**src/core/ixb_defs.vh**
```
// constants for the indexed execute and branch address logic
`ifndef IXB_DEFS_VH
`define IXB_DEFS_VH

// register byte offsets
`define IXB_OFF_INSTR 5'h00
`define IXB_OFF_OPERAND 5'h04
`define IXB_OFF_PC 5'h08
`define IXB_OFF_AR 5'h0C
`define IXB_OFF_STATUS 5'h10
`define IXB_OFF_IVBUS 5'h14

// reset values
`define IXB_RST_ADDR 13'h0000
`define IXB_RST_INSTR 16'h0000
`define IXB_RST_OPERAND 8'h00

// opcodes, instruction bits 15:13
`define IXB_OP_MOVE 3'h0
`define IXB_OP_ADD 3'h1
`define IXB_OP_AND 3'h2
`define IXB_OP_XOR 3'h3
`define IXB_OP_XEC 3'h4
`define IXB_OP_NZT 3'h5
`define IXB_OP_TRANSMIT_LITERAL 3'h6
`define IXB_OP_JMP 3'h7

// field positions
`define IXB_F_OP_HI 15
`define IXB_F_OP_LO 13
`define IXB_F_SRC_HI 12
`define IXB_F_SRC_LO 8
`define IXB_F_BANK_HI 12
`define IXB_F_BANK_LO 11
`define IXB_F_ROT_HI 10
`define IXB_F_ROT_LO 8
`define IXB_F_LEN_HI 7
`define IXB_F_LEN_LO 5
`define IXB_F_JR_HI 7
`define IXB_F_JR_LO 0
`define IXB_F_JB_HI 4
`define IXB_F_JB_LO 0
`define IXB_F_JMP_HI 12
`define IXB_F_JMP_LO 0

// bank select codes
`define IXB_BANK_LEFT 2'h2
`define IXB_BANK_RIGHT 2'h3

// status bit positions
`define IXB_ST_CHAIN 0
`define IXB_ST_TAKEN 1
`define IXB_ST_LATCH_LO 8

`endif

```
**src/core/ixb_field.v**
```verilog
// rotate right and mask of an interface vector field
`timescale 1ns/10ps
`default_nettype none

module ixb_field (
    // source byte and controls
    input wire [7:0] data,
    input wire [2:0] rotate_position,
    input wire [2:0] length,
    // zero extended field
    output reg [7:0] field
);
    reg [15:0] twice;
    reg [7:0] rotated;
    reg [7:0] mask;

    always @* begin
        twice = {data, data};
        rotated = twice[rotate_position +: 8];
        // length code 0 means a full byte
        if (length == 3'h0) begin
            mask = 8'hFF;
        end else begin
            mask = ~(8'hFF << length);
        end
        field = rotated & mask;
    end
endmodule // ixb_field

`default_nettype wire

```
**src/core/ixb_core.v**
```verilog
// indexed execute and non-zero branch program address logic with avalon slave
//
// Behaviour
// - Register-sourced indexed_execute puts the 8-bit sum of literal and register in the low 8 address bits.
// - Bus-sourced indexed_execute puts the 5-bit sum of literal and processed field in the low 5 address bits.
// - An indexed_execute never changes the program counter; only its target may.
// - A move, add, logic, transmit_literal or untaken branch target increments the program counter by 1.
// - A jump_instruction or taken branch target loads the program counter with its encoded address.
// - Targets may chain further indexed_execute words at any depth without touching the program counter.
// - A register-sourced sum above 255 keeps its low 8 bits and leaves the overflow untouched.
// - A bus-sourced sum above 31 keeps its low 5 bits and leaves the overflow untouched.
// - The upper 5 address bits fix a 256-word page, or the upper 8 bits a 32-word page.
// - Bus port data is latched, rotated right to the chosen bit, masked, and at most 5 bits add in.
// - The bank_select code 2 picks the left bank and 3 the right bank.
// - A branch_if_nonzero replaces the low counter and address bits when the test is non-zero, else steps on.
// - A register test replaces 8 low bits and a bus field test replaces 5 low bits.
// - A field length code of zero means a full 8-bit field.
//
// Design decisions made here: the Avalon-MM interface to the registers and the register addresses.
`timescale 1ns/10ps
`default_nettype none
`include "ixb_defs.vh"

module ixb_core #(
    parameter ADDR_W = 13
) (
    // clock and reset
    input wire sys_clk,
    input wire rst,
    // avalon-mm slave
    input wire [4:0] avs_address,
    input wire avs_read,
    input wire avs_write,
    input wire [31:0] avs_writedata,
    input wire [3:0] avs_byteenable,
    output reg [31:0] avs_readdata,
    output reg avs_waitrequest,
    // interface_vector bus banks
    input wire [7:0] ivl_data,
    input wire [7:0] ivr_data,
    // program address outputs
    output reg [ADDR_W-1:0] fetch_addr,
    output reg [ADDR_W-1:0] prog_counter,
    output reg chain_active,
    output reg branch_taken
);
    // pin synchronisers
    reg [7:0] ivl_meta;
    reg [7:0] ivl_sync;
    reg [7:0] ivr_meta;
    reg [7:0] ivr_sync;

    // software visible state
    reg [15:0] instr;
    reg [7:0] operand;
    reg [7:0] iv_latch;

    // decode
    wire [2:0] opcode;
    wire [4:0] src_sel;
    wire [2:0] rotate_position;
    wire [2:0] field_len;
    wire [7:0] lit_reg;
    wire [4:0] lit_bus;
    wire [ADDR_W-1:0] jump_target;
    wire src_is_bus;
    wire [7:0] bus_field;

    // bus cycle control
    wire bus_req;
    wire bus_commit_wr;
    wire exec_now;
    wire pc_wr;
    reg [31:0] rd_value;

    // next state of the address logic
    reg [ADDR_W-1:0] next_pc;
    reg [ADDR_W-1:0] next_ar;
    reg next_chain;
    reg next_taken;
    reg [7:0] next_latch;
    reg [7:0] sum8;
    reg [4:0] sum5;
    reg [ADDR_W-1:0] step_pc;

    function [31:0] merge_bytes;
        input [31:0] old_word;
        input [31:0] new_word;
        input [3:0] lanes;
        integer i;
        begin
            merge_bytes = old_word;
            for (i = 0; i < 4; i = i + 1) begin
                if (lanes[i]) begin
                    merge_bytes[i*8 +: 8] = new_word[i*8 +: 8];
                end
            end
        end
    endfunction

    assign opcode = instr[`IXB_F_OP_HI:`IXB_F_OP_LO];
    assign src_sel = instr[`IXB_F_SRC_HI:`IXB_F_SRC_LO];
    assign rotate_position = instr[`IXB_F_ROT_HI:`IXB_F_ROT_LO];
    assign field_len = instr[`IXB_F_LEN_HI:`IXB_F_LEN_LO];
    assign lit_reg = instr[`IXB_F_JR_HI:`IXB_F_JR_LO];
    assign lit_bus = instr[`IXB_F_JB_HI:`IXB_F_JB_LO];
    assign jump_target = instr[`IXB_F_JMP_HI:`IXB_F_JMP_LO];

    // source codes with top bit set address the bus banks
    assign src_is_bus = src_sel[4];

    ixb_field u_field (
        .data(iv_latch),
        .rotate_position(rotate_position),
        .length(field_len),
        .field(bus_field)
    );

    assign bus_req = avs_read | avs_write;
    assign bus_commit_wr = avs_write & ~avs_waitrequest;
    // instruction runs on the edge after the word and the latch are in place
    reg exec_pend;
    assign exec_now = exec_pend;
    assign pc_wr = bus_commit_wr & (avs_address == `IXB_OFF_PC);

    // pin synchronisers, first stage read only by the second
    always @(posedge sys_clk) begin
        if (rst) begin
            ivl_meta <= 8'h00;
            ivl_sync <= 8'h00;
            ivr_meta <= 8'h00;
            ivr_sync <= 8'h00;
        end else begin
            ivl_meta <= ivl_data;
            ivl_sync <= ivl_meta;
            ivr_meta <= ivr_data;
            ivr_sync <= ivr_meta;
        end
    end

    // avalon slave: waitrequest drops one cycle after a request appears
    always @(posedge sys_clk) begin
        if (rst) begin
            avs_waitrequest <= 1'b1;
            avs_readdata <= 32'h00000000;
        end else begin
            if (bus_req && avs_waitrequest) begin
                avs_waitrequest <= 1'b0;
                avs_readdata <= rd_value;
            end else begin
                avs_waitrequest <= 1'b1;
            end
        end
    end

    always @* begin
        rd_value = 32'h00000000;
        case (avs_address)
            `IXB_OFF_INSTR: rd_value = {16'h0000, instr};
            `IXB_OFF_OPERAND: rd_value = {24'h000000, operand};
            `IXB_OFF_PC: rd_value = {{(32-ADDR_W){1'b0}}, prog_counter};
            `IXB_OFF_AR: rd_value = {{(32-ADDR_W){1'b0}}, fetch_addr};
            `IXB_OFF_STATUS: begin
                rd_value[`IXB_ST_CHAIN] = chain_active;
                rd_value[`IXB_ST_TAKEN] = branch_taken;
                rd_value[`IXB_ST_LATCH_LO +: 8] = iv_latch;
            end
            `IXB_OFF_IVBUS: rd_value = {16'h0000, ivr_sync, ivl_sync};
            default: rd_value = 32'h00000000;
        endcase
    end

    // software registers; an instruction write also latches the port data
    reg [31:0] instr_merged;
    reg [31:0] operand_merged;
    always @* begin
        instr_merged = merge_bytes({16'h0000, instr}, avs_writedata, avs_byteenable);
        operand_merged = merge_bytes({24'h000000, operand}, avs_writedata, avs_byteenable);
    end

    always @(posedge sys_clk) begin
        if (rst) begin
            instr <= `IXB_RST_INSTR;
            operand <= `IXB_RST_OPERAND;
            iv_latch <= 8'h00;
            exec_pend <= 1'b0;
        end else begin
            exec_pend <= 1'b0;
            if (bus_commit_wr && avs_address == `IXB_OFF_INSTR) begin
                instr <= instr_merged[15:0];
                exec_pend <= 1'b1;
                iv_latch <= next_latch;
            end
            if (bus_commit_wr && avs_address == `IXB_OFF_OPERAND) begin
                operand <= operand_merged[7:0];
            end
        end
    end

    // port latch picks the bank named in the incoming word
    always @* begin
        if (instr_merged[`IXB_F_BANK_HI:`IXB_F_BANK_LO] == `IXB_BANK_RIGHT) begin
            next_latch = ivr_sync;
        end else begin
            next_latch = ivl_sync;
        end
    end

    // address computation
    always @* begin
        next_pc = prog_counter;
        next_ar = fetch_addr;
        next_chain = chain_active;
        next_taken = branch_taken;
        step_pc = prog_counter + {{(ADDR_W-1){1'b0}}, 1'b1};
        // carry out dropped, no overflow flag touched
        sum8 = lit_reg + operand;
        // field zero extended, only 5 bits reach the sum
        sum5 = lit_bus + bus_field[4:0];
        if (exec_now) begin
            case (opcode)
                `IXB_OP_XEC: begin
                    // counter held, target fetched next from the new address
                    next_pc = prog_counter;
                    next_chain = 1'b1;
                    next_taken = 1'b0;
                    if (src_is_bus) begin
                        next_ar = {prog_counter[ADDR_W-1:5], sum5};
                    end else begin
                        next_ar = {prog_counter[ADDR_W-1:8], sum8};
                    end
                end
                `IXB_OP_JMP: begin
                    next_pc = jump_target;
                    next_ar = jump_target;
                    next_chain = 1'b0;
                    next_taken = 1'b1;
                end
                `IXB_OP_NZT: begin
                    next_chain = 1'b0;
                    if (src_is_bus ? (bus_field != 8'h00) : (operand != 8'h00)) begin
                        next_taken = 1'b1;
                        if (src_is_bus) begin
                            next_pc = {prog_counter[ADDR_W-1:5], lit_bus};
                        end else begin
                            next_pc = {prog_counter[ADDR_W-1:8], lit_reg};
                        end
                        next_ar = next_pc;
                    end else begin
                        next_taken = 1'b0;
                        next_pc = step_pc;
                        next_ar = step_pc;
                    end
                end
                default: begin
                    // after a chain this returns past the first execute
                    next_pc = step_pc;
                    next_ar = step_pc;
                    next_chain = 1'b0;
                    next_taken = 1'b0;
                end
            endcase
        end
    end

    always @(posedge sys_clk) begin
        if (rst) begin
            prog_counter <= `IXB_RST_ADDR;
            fetch_addr <= `IXB_RST_ADDR;
            chain_active <= 1'b0;
            branch_taken <= 1'b0;
        end else if (pc_wr) begin
            prog_counter <= avs_writedata[ADDR_W-1:0];
            fetch_addr <= avs_writedata[ADDR_W-1:0];
            chain_active <= 1'b0;
            branch_taken <= 1'b0;
        end else begin
            prog_counter <= next_pc;
            fetch_addr <= next_ar;
            chain_active <= next_chain;
            branch_taken <= next_taken;
        end
    end
endmodule // ixb_core

`default_nettype wire

```
**config.mk**
```make
export PLATFORM = sky130hd
export DESIGN_NAME = ixb_core
export DESIGN_NICKNAME = d
export VERILOG_FILES = /design/src/core/ixb_field.v /design/src/core/ixb_core.v
export VERILOG_INCLUDE_DIRS = /design/src /design/src/core
export SDC_FILE = /design/constraint.sdc
export NUM_CORES = 1
export LEC_CHECK = 0
export ABC_AREA = 1
export ABC_CLOCK_PERIOD_IN_PS = 3200
export BUFFER_PORTS_ARGS = -buffer_cell sky130_fd_sc_hd__buf_2
export CAP_MARGIN = 40
export CORE_ASPECT_RATIO = 1.1
export CORE_MARGIN = 2
export CORE_UTILIZATION = 55
export CTS_BUF_LIST = sky130_fd_sc_hd__clkbuf_4
export DETAILED_ROUTE_END_ITERATION = 16
export GPL_ROUTABILITY_DRIVEN = 0
export HOLD_SLACK_MARGIN = 0.03
export PLACE_DENSITY = 0.79
export SETUP_SLACK_MARGIN = 0.02
export SLEW_MARGIN = 20
export SYNTH_ARGS = -nofsm -noshare
export SYNTH_HDL_FRONTEND = slang
export SYNTH_SLANG_ARGS = --single-unit
```
**constraint.sdc**
```tcl
create_clock -name sys_clk -period 3.2 [get_ports sys_clk]
set_input_delay 0.64 -clock sys_clk [delete_from_list [all_inputs] [get_ports sys_clk]]
set_output_delay 0.64 -clock sys_clk [all_outputs]
set_load 0.03 [all_outputs]
```
==> results.py <==
metrics = {
    "min_path": {
        "startpoint_of_the_tightest_hold_check_path": "ivr_data[4]",
        "hold_path.class": "input port to flop",
        "whs_path_depth": 3,
        "worst_hold_path.endpoint": "ivr_meta[4]",
    },
    "die": {
        "std_cell_rows": 41,
        "core_um2": 11400,
        "die_x_um": 107,
        "die_y_um": 117,
        "top_level_ports": 122,
        "dieArea_um2": 12500,
        "initial_utilization_pct": 56.0,
    },
    "logic_synthesis": {
        "sequential_fraction_of_the_synthesis_area_pct": 34.6,
        "synthesized_area_per_cell_um2": 6.62,
        "ys_async_sr_fraction_pct": 0,
        "synth_warnings": 0,
        "yosysTopAreaCell": "sky130_fd_sc_hd__dfxtp_1",
        "synthCells": 962,
        "synth.ff_latch_count": 110,
        "synth_enable_flop_cells": 0,
        "synth_top_area_share_pct": 34.6,
        "area_of_the_mapped_netlist_um2": 6370,
        "ys_top_cells_by_area": "sky130_fd_sc_hd__dfxtp_1 35%, sky130_fd_sc_hd__nand2_1 11%, sky130_fd_sc_hd__inv_1 7.4%",
        "netlist_cell_types": 40,
        "synth_top_flop_cell": "sky130_fd_sc_hd__dfxtp_1",
    },
    "sta": {
        "rsz_0062_raised_after_global_routing": "no",
        "period_needed_ns": 2.84,
        "holdWs_ns": 0.297,
        "clock_skew_ns": 0.0256,
        "fin_tns_setup_ns": 0,
        "worst_pin_slew_ns": 0.723,
        "final_hold_viol_count": 0,
        "number_of_pins_with_negative_max_slew_slack_in_the_final_report": 0,
        "finalWorstSetupSlack_ns": 0.357,
        "timing.final.setup_violations": 0,
        "worst_slew_margin_rel_pct": 51.7,
        "period_share_pct": 88.9,
        "fmax_ghz": 0.352,
    },
    "detailed_routing": {
        "via_count": 6974,
        "drc": 0,
        "dr.pass1.iters": 6,
        "drt-total-wl_mm": 20.7,
        "detail_route.iter0.violations": 860,
        "route.antenna.remaining_nets": 0,
        "wire_per_inst_um": 17.2,
        "routed_via_density": 5.80,
    },
    "global_routing": {
        "overflow": 0,
        "first_global_vias": 6183,
        "initial_antenna_violation_count": 0,
        "largest_net_degree_at_the_start_of_global_routing": 60,
        "grt_pass1_wl_mm": 32.2,
        "grt_use_total_pct": 33.5,
    },
    "pwr": {
        "pwr-share-seq_pct": 60.0,
        "switching_share_pct": 30.3,
        "ir_drop_mv": 0.267,
        "power_density_nw_per_um2": 335,
        "internal-power_mw": 1.65,
        "cellLeakagePower_nw": 3.30,
        "pwr-share-clk_pct": 30.3,
        "power.switching_uw": 719,
        "relative_contribution_of_combinational_cells_to_total_power_pct": 9.7,
    },
    "cells_and_area": {
        "final_common_cell": "sky130_fd_sc_hd__nand2_1",
        "fillCellCount": 1129,
        "layout.cells.most_common_list": "193 x sky130_fd_sc_hd__nand2_1, 126 x sky130_fd_sc_hd__inv_1, 108 x sky130_fd_sc_hd__dfxtp_1",
        "post_route_cells_drive_above_1_share_pct": 15.4,
        "combined_area_of_the_multi_input_logic_cells_um2": 3430,
        "final-instance-count-excl-fill": 1203,
        "area.growth.synth_to_final_pct": 11.2,
        "antenna_cells_inserted": 0,
        "post-route-util_pct": 62.2,
        "flip_flop_and_latch_area_um2": 2200,
        "final_net_count": 1125,
    },
    "worst_setup_path": {
        "critical_path.max_fanout": 10,
        "r2r.worst_path.cells": 15,
        "critPathLaunchType": "flop",
        "cp.required_ns": 3.59,
        "endpoint_kind": "flop",
        "reg2reg_to": "fetch_addr[4]",
        "worstReg2RegStart": "instr[10]",
        "critical_path_class": "flop to flop",
        "r2r_slack_ns": 0.36,
        "critical_path_arrival_ns": 3.24,
    },
    "placement": {
        "preCtsSetupSlack_ns": 0.333,
        "number_of_i_o_port_buffers": 87,
        "place.detailed.instances": 1186,
        "detailed_place_hpwl_mm": 15.1,
    },
    "clocking": {
        "clk_pin_slew_worst_paths_ns": 0.19,
        "htree_levels": 3,
        "clock_tree.root_cell": "sky130_fd_sc_hd__clkbuf_4",
        "cts_post_setup_buffers_inserted": 0,
        "clock_tree_from_tritoncts": "built",
        "clock-sinks": 110,
        "number_of_buffers_inserted_during_clock_tree_synthesis": 9,
        "bufs_on_longest_clock_path": 2,
        "worstSkewPairLatency_ns": 0.52,
    },
    "flow_run": {
        "timing.max_cap.violations": 0,
    },
    "outcome": {
        "run_status": "completed",
    },
}
[cells by family after synthesis]
kind of cell / count (synthesis) / share of synthesized area, %
and+or+nand+nor: 418 / 28.8
AOI/OAI and AO/OA: 220 / 18.9
buffers and inverters: 184 / 12.5
DFF: 110 / 34.6
adders and majority gates: 16 / 3.38
xor gates and xnor gates: 13 / 1.79
other: 1 / 0.0588
[synthesized netlist by cell type, drive strengths merged (14+ instances only)]
cell / count
dfxtp: 110
buf: 31
clkbuf: 21
nor2: 105
a31oi: 17
ha: 14
o21ai: 101
nand3: 94
nand2: 201
inv: 132
a21oi: 73
[per-layer routing]
layer / GRT usage [%] / part of all wire [%]
met5: 0 / 0
met4: 18.9 / 5.6
met3: 8.53 / 12
met2: 51.4 / 43
met1: 43.1 / 39
[state kept, by name (all words and copies together), names as in the netlist]
signal,cells
chain_active,1
ivr_meta,8
avs_readdata,16
ivl_sync,8
fetch_addr,13
prog_counter,13
instr,16
iv_latch,8
ivl_meta,8
ivr_sync,8
exec_now,1
avs_waitrequest,1
operand,8
branch_taken,1
[worst max-delay path by stage]
stage,startpoint,end,slack [ns],depth (start not counted)
finish,instr[10],fetch_addr[4],0.36,15
global route,instr[10],fetch_addr[4],0.13,15
CTS,instr[8],fetch_addr[4],0.29,17
detailed placement,instr[8],fetch_addr[4],0.33,17
global placement,instr[8],fetch_addr[4],0.40,17
floorplan,instr[7],fetch_addr[4],0.75,18
[worst max-delay path, cell delays in order (launching register included)]
cell,delay (ns)
sky130_fd_sc_hd__dfxtp_1,0.59
sky130_fd_sc_hd__inv_2,0.17
sky130_fd_sc_hd__nand3_1,0.12
sky130_fd_sc_hd__nand2_1,0.10
sky130_fd_sc_hd__ha_1,0.22
sky130_fd_sc_hd__fa_1,0.42
sky130_fd_sc_hd__nand3_1,0.09
sky130_fd_sc_hd__nand2_1,0.06
sky130_fd_sc_hd__xor2_1,0.16
sky130_fd_sc_hd__a21oi_1,0.08
sky130_fd_sc_hd__o21ai_0,0.08
sky130_fd_sc_hd__nand2_1,0.10
sky130_fd_sc_hd__o21ai_0,0.23
sky130_fd_sc_hd__nand3_1,0.11
sky130_fd_sc_hd__a21oi_1,0.14
sky130_fd_sc_hd__nor2_1,0.05
[power by group through the flow]
stage	Combinational (mW)	Sequential, mW	Clock, mW
5_1_grt	0.253	1.43	0.769
6_report	0.230	1.42	0.720
3_3_place_gp	0.224	1.45	0
2_1_floorplan	0.136	1.47	0
3_5_place_dp	0.226	1.45	0
4_1_cts	0.227	1.42	0.719
[final cells by class]
type                            instances  area share (%)
Inverter                              132            7.06
Clock inverter                          7           0.989
Clock buffer                            9           0.954
Timing Repair Buffer                  112            8.80
Multi-Input combinational cell        683            48.4
Sequential cell                       110            31.1
Tap cell                              150            2.65
[per-stage QoR]
stage	instance area (um2)	power, mW
2_1_floorplan	6430	1.61
3_3_place_gp	6940	1.68
3_5_place_dp	6940	1.68
4_1_cts	7070	2.37
5_1_grt	7080	2.45
6_report	7080	2.37
[repair_timing]
action / CTS / global route
hold buffers: 0 / 0
gates resized for setup: 0 / 2
endpoints found under the setup margin: 0 / 1
Note: power is estimated with default switching activity, not from simulation.
